$ cat src/hw/rtc_wakeup_pkg.sv
// package: addresses, fields, reset values and timing of the wakeup timer
// assumes an 8-bit special-function-register bus from the mcu core
package rtc_wakeup_pkg;
   // register addresses on the sfr bus
   localparam logic [7:0] ADDR_CAPTURE_HIGH = 8'hab;
   localparam logic [7:0] ADDR_CAPTURE_FINE = 8'hac;
   localparam logic [7:0] ADDR_RTC_CONFIG = 8'hb3;
   localparam logic [7:0] ADDR_COMPARE_LOW = 8'hb4;
   localparam logic [7:0] ADDR_COMPARE_HIGH = 8'hb5;
   localparam logic [7:0] ADDR_CAPTURE_LOW = 8'hb6;
   // rtc_config field positions
   localparam int CFG_ENABLE_BIT = 0;
   localparam int CFG_MODE_LSB = 1;
   localparam int CFG_MODE_MSB = 2;
   localparam int CFG_RADIO_BIT = 3;
   localparam int CFG_SOFT_BIT = 4;
   // clock_control fields seen by the block
   localparam int CLOCK_CONTROL_REG_RC_LSB = 4;
   localparam int CLOCK_CONTROL_REG_RC_MSB = 5;
   localparam int CLOCK_CONTROL_REG_KEEP_BIT = 7;
   // reset values
   localparam logic [7:0] COMPARE_RESET = 8'hff;
   localparam logic [7:0] CAPTURE_RESET = 8'h00;
   localparam logic [15:0] TIMER_RESET = 16'h0000;
   localparam logic [7:0] READ_ZERO = 8'h00;
   // pre-start leads in low-frequency periods
   localparam logic [15:0] LEAD_LONG = 16'h0031;
   localparam logic [15:0] LEAD_SHORT = 16'h0002;
   // timing: low-frequency period and system clock period
   localparam int LF_PERIOD_NS = 30520;
   localparam int SYS_PERIOD_NS = 40;
   localparam int FINE_MAX_CYCLES = LF_PERIOD_NS / SYS_PERIOD_NS;
   localparam int FINE_W = 10;
   localparam logic [FINE_W-1:0] FINE_ONE = 10'h001;
   localparam logic [FINE_W-1:0] FINE_ZERO = 10'h000;
   localparam logic [FINE_W-1:0] FINE_SAT = 10'h1ff;
   // compare behaviour encodings
   typedef enum logic [1:0] {
      MODE_OFF0 = 2'b00,
      MODE_OFF1 = 2'b01,
      MODE_KEEP = 2'b10,
      MODE_RESET = 2'b11
   } cmp_mode_e;
   // sfr bus request from the mcu
   typedef struct packed {
      logic [7:0] addr;
      logic wr;
      logic rd;
      logic [7:0] wdata;
   } sfr_req_s;
   // oscillator and power state from the power-mode controller
   typedef struct packed {
      logic retention;
      logic xtal_enabled;
      logic xtal_running;
      logic [7:0] clock_control;
   } osc_status_s;
endpackage

$ cat src/hw/lowfreq_wakeup_timer_capture.sv
// module: low-frequency wakeup timer with compare and capture
// assumes the mcu sfr bus on i_clk_sys and the lf clock on a pin
`timescale 1ns/1ps
module lowfreq_wakeup_timer_capture (
   input wire logic i_clk_sys,
   input wire logic i_arst_n,
   input wire rtc_wakeup_pkg::sfr_req_s i_sfr,
   output logic [7:0] o_sfr_rdata,
   output logic o_sfr_hit,
   input wire logic i_low_freq_clock,
   input wire logic i_radio_irq,
   input wire rtc_wakeup_pkg::osc_status_s i_osc,
   output logic o_wakeup_irq,
   output logic o_wake_request,
   output logic o_rc_clock_select,
   output logic o_core_clock_run
);
   // register file
   // fields live in separate flops, not a packed byte
   // read path assembles the config byte on demand
   logic enable_reg; // lowfreq_timer_enable
   logic [1:0] mode_reg; // compare_behaviour
   logic radio_en_reg; // radio_capture_enable
   logic [7:0] cmp_low_reg; // compare_low
   logic [7:0] cmp_high_reg; // compare_high
   logic [7:0] cpt_low_reg; // capture_low
   logic [7:0] cpt_high_reg; // capture_high
   logic [7:0] cpt_fine_reg; // capture_fine
   // timer state
   // everything below runs on the mcu clock only
   // the lf clock arrives as a synchronised tick
   logic [15:0] timer_reg; // lf timer
   logic [15:0] timer_next; // next timer value
   logic [rtc_wakeup_pkg::FINE_W-1:0] fine_reg; // mcu cycles since lf edge
   logic [rtc_wakeup_pkg::FINE_W-1:0] fine_next; // next fine value
   logic irq_reg; // wakeup pulse
   logic [7:0] rdata_reg; // read data
   logic hit_reg; // read hit
   // retention lead selection
   // lead is chosen once per retention entry
   // later oscillator changes do not move it
   logic retention_last_reg; // retention seen last cycle
   logic short_lead_reg; // lead latched at entry
   // decoded strobes
   // all single-cycle, the write strobes valid only in the bus cycle
   // nothing here is stored between cycles
   logic wr_config; // write to rtc_config
   logic wr_cmp_low; // write to compare_low
   logic wr_cmp_high; // write to compare_high
   logic soft_trig; // software capture strobe
   logic radio_trig; // radio capture strobe
   logic capture; // any capture event
   // synchronised pins
   // only the rising pulses are used, levels left open
   logic lf_rise; // lf rising edge pulse
   logic radio_rise; // radio rising edge pulse
   // derived
   // combinational views of the register file and oscillator status
   // no state of their own
   logic [15:0] compare_value; // effective compare word
   logic lf_tick; // gated lf tick
   logic match; // compare hit on this tick
   logic armed; // compare interrupt enabled
   logic rc_enabled; // fast rc oscillator on
   logic rc_only; // rc on, crystal off
   logic short_at_entry; // short lead condition now

   // lf clock pin enters the mcu domain through two flops
   pin_edge_sync u_lf_sync (
      .i_clk_sys(i_clk_sys),
      .i_arst_n(i_arst_n),
      .i_pin(i_low_freq_clock),
      .o_level(),
      .o_rise(lf_rise)
   );

   // radio interrupt pin, edge detected on the mcu clock
   pin_edge_sync u_radio_sync (
      .i_clk_sys(i_clk_sys),
      .i_arst_n(i_arst_n),
      .i_pin(i_radio_irq),
      .o_level(),
      .o_rise(radio_rise)
   );

   // write decode on the sfr bus
   // one access per cycle, strobes are single-cycle
   // writes to read-only or unknown addresses fall through
   // a config write with bit 4 set also captures
   // radio edge only counts while capture is enabled
   always_comb begin
      wr_config = i_sfr.wr && (i_sfr.addr == rtc_wakeup_pkg::ADDR_RTC_CONFIG);
      wr_cmp_low = i_sfr.wr && (i_sfr.addr == rtc_wakeup_pkg::ADDR_COMPARE_LOW);
      wr_cmp_high = i_sfr.wr && (i_sfr.addr == rtc_wakeup_pkg::ADDR_COMPARE_HIGH);
      // trigger exists only in the write cycle
      soft_trig = wr_config && i_sfr.wdata[rtc_wakeup_pkg::CFG_SOFT_BIT];
      radio_trig = radio_en_reg && radio_rise;
      capture = soft_trig || radio_trig;
   end

   // compare word is live from the byte registers
   // a half-written word is compared as it stands
   // software masks the interrupt across the two writes
   // match is sampled only on a gated lf tick
   // disabled core never arms the compare
   always_comb begin
      compare_value = {cmp_high_reg, cmp_low_reg};
      lf_tick = enable_reg && lf_rise;
      armed = enable_reg && (mode_reg[1] == 1'b1);
      // checked once per lf period, so a new value may lag one period
      match = lf_tick && armed && (timer_reg == compare_value);
   end

   // next timer value
   // hold by default, advance on each lf tick
   // match in mode 11 restarts from zero
   // mode 10 and modes 0x simply roll over at the top
   always_comb begin
      timer_next = timer_reg;
      if (!enable_reg) begin
         // disabled core holds the timer at zero
         timer_next = rtc_wakeup_pkg::TIMER_RESET;
      end else if (lf_tick) begin
         if (match && (mode_reg == rtc_wakeup_pkg::MODE_RESET)) begin
            // restart so the period is compare plus one ticks
            timer_next = rtc_wakeup_pkg::TIMER_RESET;
         end else begin
            // wraps naturally at overflow
            timer_next = timer_reg + 16'h0001;
         end
      end
   end

   // low-frequency timer
   // single register, updated only in the mcu domain
   // the lf clock never clocks a flop directly
   always_ff @(posedge i_clk_sys or negedge i_arst_n) begin
      if (!i_arst_n) begin
         timer_reg <= rtc_wakeup_pkg::TIMER_RESET;
      end else begin
         timer_reg <= timer_next;
      end
   end

   // next fine count
   // restart at every synchronised lf edge
   // two-flop latency shifts the origin by a fixed amount
   // saturation keeps a missing lf clock from wrapping
   always_comb begin
      fine_next = fine_reg;
      if (lf_rise) begin
         // restart at each lf rising edge seen in mcu domain
         fine_next = rtc_wakeup_pkg::FINE_ZERO;
      end else if (fine_reg != rtc_wakeup_pkg::FINE_SAT) begin
         // counts mcu cycles, stops at FINE_SAT (10'h1ff) to avoid wrap
         fine_next = fine_reg + rtc_wakeup_pkg::FINE_ONE;
      end
   end

   // fine mcu-cycle counter
   // free running, independent of the enable bit
   // so a capture right after enabling still has a value
   always_ff @(posedge i_clk_sys or negedge i_arst_n) begin
      if (!i_arst_n) begin
         fine_reg <= rtc_wakeup_pkg::FINE_ZERO;
      end else begin
         fine_reg <= fine_next;
      end
   end

   // wakeup interrupt pulse
   // registered one cycle after the match
   // width is always one mcu cycle
   // the interrupt controller latches the pulse
   always_ff @(posedge i_clk_sys or negedge i_arst_n) begin
      if (!i_arst_n) begin
         irq_reg <= 1'b0;
      end else begin
         // one cycle per match, modes 10 and 11 only
         irq_reg <= match;
      end
   end

   // configuration fields
   // enable, mode and radio bits share one write
   // trigger bit is not stored here
   always_ff @(posedge i_clk_sys or negedge i_arst_n) begin
      if (!i_arst_n) begin
         enable_reg <= 1'b0;
         mode_reg <= rtc_wakeup_pkg::MODE_OFF0;
         radio_en_reg <= 1'b0;
      end else if (wr_config) begin
         enable_reg <= i_sfr.wdata[rtc_wakeup_pkg::CFG_ENABLE_BIT];
         mode_reg <= i_sfr.wdata[rtc_wakeup_pkg::CFG_MODE_MSB:rtc_wakeup_pkg::CFG_MODE_LSB];
         radio_en_reg <= i_sfr.wdata[rtc_wakeup_pkg::CFG_RADIO_BIT];
      end
   end

   // compare bytes, each write takes effect at once
   // no shadow register: each byte applies alone
   // a spurious match between writes is the caller's risk
   always_ff @(posedge i_clk_sys or negedge i_arst_n) begin
      if (!i_arst_n) begin
         cmp_low_reg <= rtc_wakeup_pkg::COMPARE_RESET;
         cmp_high_reg <= rtc_wakeup_pkg::COMPARE_RESET;
      end else begin
         if (wr_cmp_low) begin
            cmp_low_reg <= i_sfr.wdata;
         end
         if (wr_cmp_high) begin
            cmp_high_reg <= i_sfr.wdata;
         end
      end
   end

   // capture registers, written only by capture events
   // software and radio triggers share one path
   // the three bytes always load together
   // bus writes never reach these registers
   always_ff @(posedge i_clk_sys or negedge i_arst_n) begin
      if (!i_arst_n) begin
         cpt_low_reg <= rtc_wakeup_pkg::CAPTURE_RESET;
         cpt_high_reg <= rtc_wakeup_pkg::CAPTURE_RESET;
         cpt_fine_reg <= rtc_wakeup_pkg::CAPTURE_RESET;
      end else if (capture) begin
         cpt_low_reg <= timer_reg[7:0];
         cpt_high_reg <= timer_reg[15:8];
         // lsb dropped for half-rate resolution
         cpt_fine_reg <= fine_reg[8:1];
      end
   end

   // oscillator conditions for the pre-start lead
   // rc enabled by either clock_control rc bit
   // short lead when rc alone must start
   // or when the crystal keeps running in retention
   always_comb begin
      rc_enabled = |i_osc.clock_control[rtc_wakeup_pkg::CLOCK_CONTROL_REG_RC_MSB:rtc_wakeup_pkg::CLOCK_CONTROL_REG_RC_LSB];
      rc_only = rc_enabled && !i_osc.xtal_enabled;
      // crystal kept in retention and already running
      short_at_entry = rc_only
         || (i_osc.clock_control[rtc_wakeup_pkg::CLOCK_CONTROL_REG_KEEP_BIT] && i_osc.xtal_running);
   end

   // lead chosen when retention is entered
   // entry edge found on the same-domain level
   // lead frozen for the whole retention stay
   // a crystal still starting up forces the long lead
   always_ff @(posedge i_clk_sys or negedge i_arst_n) begin
      if (!i_arst_n) begin
         retention_last_reg <= 1'b0;
         short_lead_reg <= 1'b0;
      end else begin
         retention_last_reg <= i_osc.retention;
         if (i_osc.retention && !retention_last_reg) begin
            // crystal not yet up at entry falls back to long
            short_lead_reg <= short_at_entry;
         end
      end
   end

   // early wake of the mcu ahead of the match
   // armed only in compare modes 10 and 11
   // wake request is a level, cleared after the match
   wake_prestart u_prestart (
      .i_clk_sys(i_clk_sys),
      .i_arst_n(i_arst_n),
      .i_armed(armed),
      .i_retention(i_osc.retention),
      .i_short_lead(short_lead_reg),
      .i_timer(timer_reg),
      .i_compare(compare_value),
      .o_wake_req(o_wake_request)
   );

   // register read path, answer one cycle after the strobe
   // data and hit stand for exactly one cycle
   // zero data when idle keeps an or-ed bus clean
   // reads have no side effects on any register
   always_ff @(posedge i_clk_sys or negedge i_arst_n) begin
      if (!i_arst_n) begin
         rdata_reg <= rtc_wakeup_pkg::READ_ZERO;
         hit_reg <= 1'b0;
      end else begin
         hit_reg <= 1'b0;
         rdata_reg <= rtc_wakeup_pkg::READ_ZERO;
         if (i_sfr.rd) begin
            hit_reg <= 1'b1;
            case (i_sfr.addr)
               rtc_wakeup_pkg::ADDR_RTC_CONFIG: begin
                  // trigger bit always reads zero
                  rdata_reg <= {3'h0, 1'b0, radio_en_reg, mode_reg, enable_reg};
               end
               rtc_wakeup_pkg::ADDR_COMPARE_LOW: begin
                  rdata_reg <= cmp_low_reg;
               end
               rtc_wakeup_pkg::ADDR_COMPARE_HIGH: begin
                  rdata_reg <= cmp_high_reg;
               end
               rtc_wakeup_pkg::ADDR_CAPTURE_LOW: begin
                  rdata_reg <= cpt_low_reg;
               end
               rtc_wakeup_pkg::ADDR_CAPTURE_HIGH: begin
                  rdata_reg <= cpt_high_reg;
               end
               rtc_wakeup_pkg::ADDR_CAPTURE_FINE: begin
                  rdata_reg <= cpt_fine_reg;
               end
               default: begin
                  // not ours: no hit, zero data
                  hit_reg <= 1'b0;
               end
            endcase
         end
      end
   end

   // outputs
   // all outputs from flops except rc select
   // rc select follows the registered wake request
   assign o_sfr_rdata = rdata_reg;
   assign o_sfr_hit = hit_reg;
   assign o_wakeup_irq = irq_reg;
   assign o_core_clock_run = enable_reg;
   // rc oscillator clocks the mcu while pre-starting
   assign o_rc_clock_select = o_wake_request && rc_enabled;
endmodule

$ cat src/hw/pin_edge_sync.sv
// module: two-flop synchroniser with a rising-edge pulse
// assumes the input comes from outside the i_clk_sys domain
`timescale 1ns/1ps
module pin_edge_sync (
   input wire logic i_clk_sys,
   input wire logic i_arst_n,
   input wire logic i_pin,
   output logic o_level,
   output logic o_rise
);
   logic meta_reg; // first stage, read only by second
   logic sync_reg; // second stage, safe level
   logic last_reg; // previous safe level
   // synchroniser chain and edge history
   always_ff @(posedge i_clk_sys or negedge i_arst_n) begin
      if (!i_arst_n) begin
         meta_reg <= 1'b0;
         sync_reg <= 1'b0;
         last_reg <= 1'b0;
      end else begin
         meta_reg <= i_pin;
         sync_reg <= meta_reg;
         last_reg <= sync_reg;
      end
   end
   // level and one-cycle rising pulse
   assign o_level = sync_reg;
   assign o_rise = sync_reg & ~last_reg;
endmodule

$ cat src/hw/wake_prestart.sv
// module: raises the early mcu wake request ahead of the compare match
// assumes armed, timer and compare come from the same clock domain
`timescale 1ns/1ps
module wake_prestart (
   input wire logic i_clk_sys,
   input wire logic i_arst_n,
   input wire logic i_armed,
   input wire logic i_retention,
   input wire logic i_short_lead,
   input wire logic [15:0] i_timer,
   input wire logic [15:0] i_compare,
   output logic o_wake_req
);
   logic [15:0] remain; // periods left until match
   logic [15:0] lead; // chosen lead in periods
   logic wake_next; // next wake level
   logic wake_reg; // registered wake request
   // distance to match, wrap-around arithmetic
   always_comb begin
      remain = i_compare - i_timer;
      lead = i_short_lead ? rtc_wakeup_pkg::LEAD_SHORT : rtc_wakeup_pkg::LEAD_LONG;
      wake_next = i_armed & i_retention & (remain <= lead);
   end
   // registered request to the power controller
   always_ff @(posedge i_clk_sys or negedge i_arst_n) begin
      if (!i_arst_n) begin
         wake_reg <= 1'b0;
      end else begin
         wake_reg <= wake_next;
      end
   end
   assign o_wake_req = wake_reg;
endmodule

$ cat config.mk
export PLATFORM = sky130hd
export DESIGN_NAME = lowfreq_wakeup_timer_capture
export DESIGN_NICKNAME = d
export VERILOG_FILES = /design/src/hw/rtc_wakeup_pkg.sv /design/src/hw/lowfreq_wakeup_timer_capture.sv /design/src/hw/pin_edge_sync.sv /design/src/hw/wake_prestart.sv
export SDC_FILE = /design/constraint.sdc
export NUM_CORES = 1
export LEC_CHECK = 0
export ABC_AREA = 1
export BUFFER_PORTS_ARGS = -buffer_cell sky130_fd_sc_hd__clkbuf_2
export CAP_MARGIN = 40
export CORE_ASPECT_RATIO = 0.9
export CORE_MARGIN = 10
export CORE_UTILIZATION = 60
export CTS_CLUSTER_DIAMETER = 30
export CTS_CLUSTER_SIZE = 40
export DETAILED_ROUTE_END_ITERATION = 10
export PLACE_DENSITY_LB_ADDON = 0.05
export SYNTH_ARGS = -nofsm -noshare
export SYNTH_HDL_FRONTEND = slang
export SYNTH_HIERARCHICAL = 1
export SYNTH_SLANG_ARGS = --single-unit
$ cat constraint.sdc
create_clock -name i_clk_sys -period 3.1 [get_ports i_clk_sys]
set_input_delay 0.31 -clock i_clk_sys [delete_from_list [all_inputs] [get_ports i_clk_sys]]
set_output_delay 0.31 -clock i_clk_sys [all_outputs]
set_load 0.005 [all_outputs]
==> results of run 1 <==
## per-stage QoR
| stage | power [uW] | setup slack (ns) | instances |
|---|---|---|---|
| finish | 2700 | 0.378 | 989 |
| detailed placement | 1860 | 0.400 | 972 |
| global route | 2850 | 0.0788 | 989 |
| CTS | 2710 | 0.375 | 989 |
| global placement | 1830 | 0.498 | 971 |
| floorplan | 1690 | 0.687 | 821 |
## logic make-up after synthesis
group | after synthesis | synth area share
xor+xnor | 18 | 0.0272
simple gates | 455 | 0.344
flops | 89 | 0.388
buf+inv | 142 | 0.0978
compound gates | 95 | 0.0950
fa+ha+maj | 22 | 0.0488
## repair_timing
action | in CTS | in global routing
endpoints found under the hold margin | 22 | 0
resized for setup | 0 | 0
hold buffers | 1 | 0
## worst max-delay path: stages (launching register included)
cell and delay (ns):
dfstp_2 0.61, inv_1 0.06, ha_1 0.20, fa_1 0.40, inv_1 0.07, nand2_1 0.04, nand2_1 0.08, and2_4 0.16
xor2_1 0.06, ha_1 0.18, nand2_1 0.08, nand2_1 0.05, o21ai_0 0.17, nand3_1 0.09, nand2_1 0.08, nand3_1 0.07
nor2_1 0.09, nand3_1 0.07, nor2_1 0.10
## synth_stat cells (2+ instances only)
| master | count |
|---|---|
| o21ai_2 | 7 |
| clkbuf_1 | 5 |
| nand2_1 | 234 |
| ha_1 | 21 |
| nor4_1 | 2 |
| a21oi_2 | 3 |
| xor2_1 | 12 |
| a31oi_1 | 2 |
| buf_6 | 3 |
| nand4_1 | 17 |
| nand3_2 | 3 |
| dfstp_2 | 16 |
| o211ai_1 | 3 |
| o21bai_1 | 3 |
| inv_2 | 3 |
| dfrtp_1 | 73 |
| a21oi_1 | 21 |
| nor2_1 | 88 |
| nor3_1 | 16 |
| o21ai_0 | 49 |
| o21ai_1 | 4 |
| nand3_1 | 65 |
| xnor2_1 | 6 |
| inv_1 | 123 |
| buf_2 | 5 |
| nor2_2 | 4 |
| nand2_2 | 14 |
## path summary, 6_finish.rpt
path | to
worst max register to register | u_prestart/o_wake_req$_DFF_PN0_
max in group asynchronous | cmp_low_reg[0]$_DFFE_PN1P_
worst max-delay path | u_prestart/o_wake_req$_DFF_PN0_
worst min register to register | u_lf_sync/o_level$_DFF_PN0_
min in group asynchronous | o_core_clock_run$_DFFE_PN0N_
worst min-delay path | u_radio_sync/meta_reg$_DFF_PN0_
## cell type report
| class | instances | area (sq um) | area share |
|---|---|---|---|
| Tap cell | 122 | 153 | 0.0241 |
| Multi-Input combinational cell | 590 | 2980 | 0.471 |
| Clock buffer | 9 | 124 | 0.0196 |
| Inverter | 127 | 477 | 0.0753 |
| Sequential cell | 89 | 2250 | 0.355 |
| Clock inverter | 7 | 87.6 | 0.0138 |
| Timing Repair Buffer | 45 | 263 | 0.0415 |
## power by group through the flow
stage                     combinational [uW]  clock, uW  sequential, uW
after floorplan                          372          0            1320
after CTS                                509        869            1330
after global placement                   482          0            1350
after global routing                     583        917            1350
final                                    512        857            1340
after detailed placement                 504          0            1350
## routing by layer
layer	up-vias	wire length, um	track usage	part of all wire
met1	2505	7100	0.322	0.45
met5	-	0	0	0
met4	0	252	0.0597	0.016
li1	2692	-	-	-
met2	210	6870	0.342	0.44
met3	22	1410	0.0522	0.090
==> impl_metrics.py, run 1 <==
metrics = {
    "run_status": {
        "status": "complete, no violations",
    },
    "synth": {
        "synth_flop_cell": "dfrtp_1",
        "avgSynthCellArea_sq_um": 7.06,
        "synth_edf_count": 0,
        "syn_area_sq_um": 5800,
        "yosysTopAreaCell": "dfrtp_1",
        "synth.top_cell.area_share": 0.315,
        "synth_warnings": 6,
        "ys_seq_elements": 89,
        "synth.area.top_cells": "dfrtp_1, nand2_1, inv_1, dfstp_2, nor2_1",
        "netlist_instances": 821,
        "syn_nets": 876,
        "ys_async_sr_fraction": 1.00,
        "yosysUniqueCellTypes": 46,
        "yosysSeqAreaShare": 0.388,
    },
    "floorplanning": {
        "rows": 33,
        "dieHeight_um": 113,
        "ios": 46,
        "die_w_um": 124,
        "start_util": 0.627,
        "core_sq_um": 9250,
        "design.die.area_sq_um": 14000,
    },
    "power": {
        "power_frac_seq": 0.494,
        "p_leak_uw": 0.00312,
        "vdd_drop_max_mv": 0.222,
        "internal-power_uw": 1830,
        "power_density_nw_per_um2": 427,
        "power_switching_uw": 876,
        "p_sw_frac": 0.324,
        "pwr-share-comb": 0.189,
        "p_clk_frac": 0.317,
    },
    "drt": {
        "via_count": 5429,
        "viasPerCell": 5.49,
        "drtIter0Drc": 562,
        "wl_per_cell_um": 15.8,
        "detail_route.first_pass.iterations": 5,
        "ant_nets": 0,
        "drc_errors": 0,
        "drt-total-wl_um": 15600,
    },
    "timing": {
        "clock_skew_ns": 0.0182,
        "final-hold-violation-count": 0,
        "setup_viol": 0,
        "grt_setup_unrepaired": "no",
        "period_share": 0.878,
        "max_freq_mhz": 367,
        "hold_slack_ns": 0.0426,
        "slew_viol_final": 0,
        "finalWorstPathRequiredPeriod_ns": 2.72,
        "setup_tns_ns": 0,
        "worst_slew_pin_slew_ns": 0.663,
        "slew_headroom": 0.556,
    },
    "layout": {
        "final_nets": 917,
        "final_util": 0.685,
        "drive_above_1_share": 0.137,
        "largest_register_ffs": 16,
        "layout_common_cells": "nand2_1, inv_1, nor2_1, dfrtp_1, nand3_1",
        "final_area_sq_um": 6330,
        "final_common_cell": "nand2_1",
        "antennaDiodeCount": 0,
        "area_growth_pct": 9.26,
        "fillerInstances": 824,
    },
    "clock_tree": {
        "root_buffer": "clkbuf_8",
        "cts_setup_buffers": 0,
        "clock_latency_ns": 0.38,
        "cts.clk_slew.worst_paths_ns": 0.09,
        "cts_tree": "built",
        "numCtsBuffers": 9,
        "cts_buffer_depth": 2,
        "cts_sinks": 89,
        "h-tree-depth": 3,
    },
    "place": {
        "dpl_cell_area_sq_um": 6110,
        "place.port_buffers": 40,
        "dp_hpwl_um": 11900,
        "place.gp.congestion": 0.951,
    },
    "critical_path": {
        "worstSetupStartpoint": "cmp_low_reg[0]$_DFFE_PN1P_",
        "ff2ff_path_depth": 18,
        "r2r_slack_ns": 0.38,
        "start_kind": "flip-flop",
        "required_ns": 3.40,
        "critPathCaptureType": "flip-flop",
        "crit_path_max_fanout": 5,
        "r2r-start": "cmp_low_reg[0]$_DFFE_PN1P_",
        "arrival_ns": 3.02,
        "crit_type": "flip-flop to flip-flop",
    },
    "global_routing": {
        "first_global_vias": 4968,
        "grt_max_degree": 58,
        "grt_use_total": 0.228,
        "grt_pass1_wl_um": 25500,
        "antenna_found_initial": 0,
        "overflow": 0,
    },
    "min_path": {
        "hold_class": "primary input to flip-flop",
        "hold_depth": 1,
        "worstHoldStart": "i_radio_irq",
    },
    "run": {
        "drv_cap": 0,
    },
}
Note: power is estimated with default switching activity, not from simulation.
==> inputs of run 2 (changes only) <==
- CELL_PAD_IN_SITES_DETAIL_PLACEMENT: not set -> 2
- CELL_PAD_IN_SITES_GLOBAL_PLACEMENT: not set -> 2
- CORE_UTILIZATION: 60 -> 35
==> run 2 against run 1 <==
Combinational power grew 8.6%. Register-to-register slack worse by 0.14 ns. Clock skew is 0.012 ns lower. Hold slack gained 0.0017 ns. First-iteration DRC count down 59%. Sequential cell count unchanged. Wire length grew 33%. Die area up 58%. Clock-buffer cell count increased by 1. Largest power group unchanged. Highest routed layer unchanged.
==> impl_metrics.py, run 2 (synthesis gave the netlist of run 1 again) <==
metrics = {
    "floorplanning": {
        "core_sq_um": 16200,
        "die_w_um": 156,
        "start_util": 0.358,
        "dieHeight_um": 142,
        "rows": 44,
        "design.die.area_sq_um": 22100,
        "ios": 46,
    },
    "timing": {
        "slew_viol_final": 0,
        "grt_setup_unrepaired": "no",
        "finalWorstPathRequiredPeriod_ns": 2.86,
        "setup_viol": 0,
        "max_freq_mhz": 349,
        "worst_slew_pin_slew_ns": 0.817,
        "period_share": 0.924,
        "slew_headroom": 0.455,
        "final-hold-violation-count": 0,
        "clock_skew_ns": 0.00666,
        "setup_tns_ns": 0,
    },
    "clock_tree": {
        "cts.clk_slew.worst_paths_ns": 0.07,
        "cts_sinks": 89,
        "cts_tree": "built",
        "post_cts_resized": 0,
        "numCtsBuffers": 9,
        "cts_hold_buf": 0,
        "h-tree-depth": 3,
        "cts_setup_buffers": 0,
        "cts_buffer_depth": 2,
        "root_buffer": "clkbuf_16",
        "clock_latency_ns": 0.35,
    },
    "critical_path": {
        "critPathCaptureType": "flip-flop",
        "required_ns": 3.38,
        "crit_type": "flip-flop to flip-flop",
        "crit_path_max_fanout": 7,
        "arrival_ns": 3.14,
        "cpPeakStageDelay_ns": 0.47,
        "cp_cell_sequence": "inv_1 > ha_1 > a21oi_2 > nand2_2 > nand2_2 > nand2_2 > xor2_1 > ha_1 > nand2_1 > nand2_1 > o21ai_0 > nand3_1 > nand2_1 > nand3_1 > nor2_1 > nand3_1 > nor2_1",
        "start_kind": "flip-flop",
        "slowest_stage": "dfrtp_1",
    },
    "drt": {
        "detail_route.first_pass.iterations": 4,
        "via_count": 5594,
        "drc_errors": 0,
        "drtIter0Drc": 229,
        "drt-total-wl_um": 20800,
        "wl_per_cell_um": 19.3,
        "ant_nets": 0,
        "viasPerCell": 5.18,
    },
    "layout": {
        "largest_register_ffs": 16,
        "final_nets": 922,
        "layout_common_cells": "nand2_1, inv_1, nor2_1, dfrtp_1, nand3_1",
        "final_common_cell": "nand2_1",
        "area_growth_pct": 12.8,
        "final_util": 0.404,
        "fillerInstances": 1961,
        "antennaDiodeCount": 0,
        "drive_above_1_share": 0.143,
    },
    "min_path": {
        "hold_class": "primary input to asynchronous set/reset pin",
    },
    "global_routing": {
        "antenna_found_initial": 0,
        "grt_use_total": 0.189,
        "grt_pass1_wl_um": 33200,
        "grt_max_degree": 60,
        "first_global_vias": 6045,
        "overflow": 0,
    },
    "place": {
        "dp_hpwl_um": 16400,
        "place.gp.congestion": 0.890,
        "place.port_buffers": 40,
    },
    "power": {
        "p_clk_frac": 0.359,
        "internal-power_uw": 2010,
        "p_sw_frac": 0.321,
        "pwr-share-comb": 0.188,
        "p_leak_uw": 0.00318,
        "vdd_drop_max_mv": 0.262,
        "power_switching_uw": 949,
        "power_frac_seq": 0.453,
        "power_density_nw_per_um2": 452,
    },
    "run": {
        "drv_cap": 0,
    },
    "run_status": {
        "status": "complete, no violations",
    },
}
-- run 2: per-stage QoR --
stage,setup WS [ns],total power (uW),std cells,cell area [sq um],hold WS [ns]
after detailed placement,0.282,1920,1063,6260,0.341
after CTS,0.263,2990,1079,6540,0.0549
final,0.236,2960,1079,6540,0.0443
after global placement,0.429,1870,1063,6260,0.338
after global routing,0.0281,3120,1079,6540,0.0532
after floorplan,0.687,1690,821,5800,0.0144
-- run 2: worst paths after layout --
check / start / to / slack, ns / cells after the start
setup reg to reg: timer_reg[2]$_DFFE_PN0P_ / u_prestart/o_wake_req$_DFF_PN0_ / 0.24 / 17
hold / removal: i_arst_n / retention_last_reg$_DFF_PN0_ / 0.04 / 1
max in group asynchronous: i_arst_n / cmp_high_reg[3]$_DFFE_PN1P_ / 2.27 / 2
min in group i_clk_sys: i_radio_irq / u_radio_sync/meta_reg$_DFF_PN0_ / 0.06 / 1
setup / recovery: timer_reg[2]$_DFFE_PN0P_ / u_prestart/o_wake_req$_DFF_PN0_ / 0.24 / 17
hold reg to reg: u_lf_sync/meta_reg$_DFF_PN0_ / u_lf_sync/o_level$_DFF_PN0_ / 0.35 / 0
-- run 2: power by group through the flow --
stage          Clock, uW  Sequential (uW)  Combinational (uW)
6_report            1060             1340                 556
3_3_place_gp           0             1350                 520
2_1_floorplan          0             1320                 372
4_1_cts             1090             1340                 563
3_5_place_dp           0             1360                 556
5_1_grt             1140             1350                 635
-- run 2: critical path, delay by kind of cell, from the launching register on --
family,cells,cell delay (ns)
AO/OA/AOI/OAI,2,0.38
XOR/XNOR,1,0.16
adder cells (fa/ha/maj),2,0.73
buffers and inverters,1,0.09
flip-flops,1,0.47
AND/OR/NAND/NOR,11,0.95
-- run 2: cell type report --
| class | count | area (sq um) | share of cell area |
|---|---|---|---|
| Clock buffer | 10 | 239 | 0.0366 |
| Clock inverter | 6 | 42.5 | 0.00651 |
| Inverter | 127 | 477 | 0.0729 |
| Multi-Input combinational cell | 590 | 2980 | 0.456 |
| Sequential cell | 89 | 2250 | 0.344 |
| Tap cell | 207 | 259 | 0.0396 |
| Timing Repair Buffer | 50 | 290 | 0.0444 |
-- run 2: routing by layer --
| metal | share of wire | vias to the layer above | wire (um) | GRT usage |
|---|---|---|---|---|
| li1 | - | 2695 | - | - |
| met1 | 0.48 | 2785 | 10000 | 0.258 |
| met2 | 0.46 | 92 | 9490 | 0.304 |
| met3 | 0.045 | 22 | 930 | 0.0320 |
| met4 | 0.016 | 0 | 342 | 0.0497 |
| met5 | 0 | - | 0 | 0 |
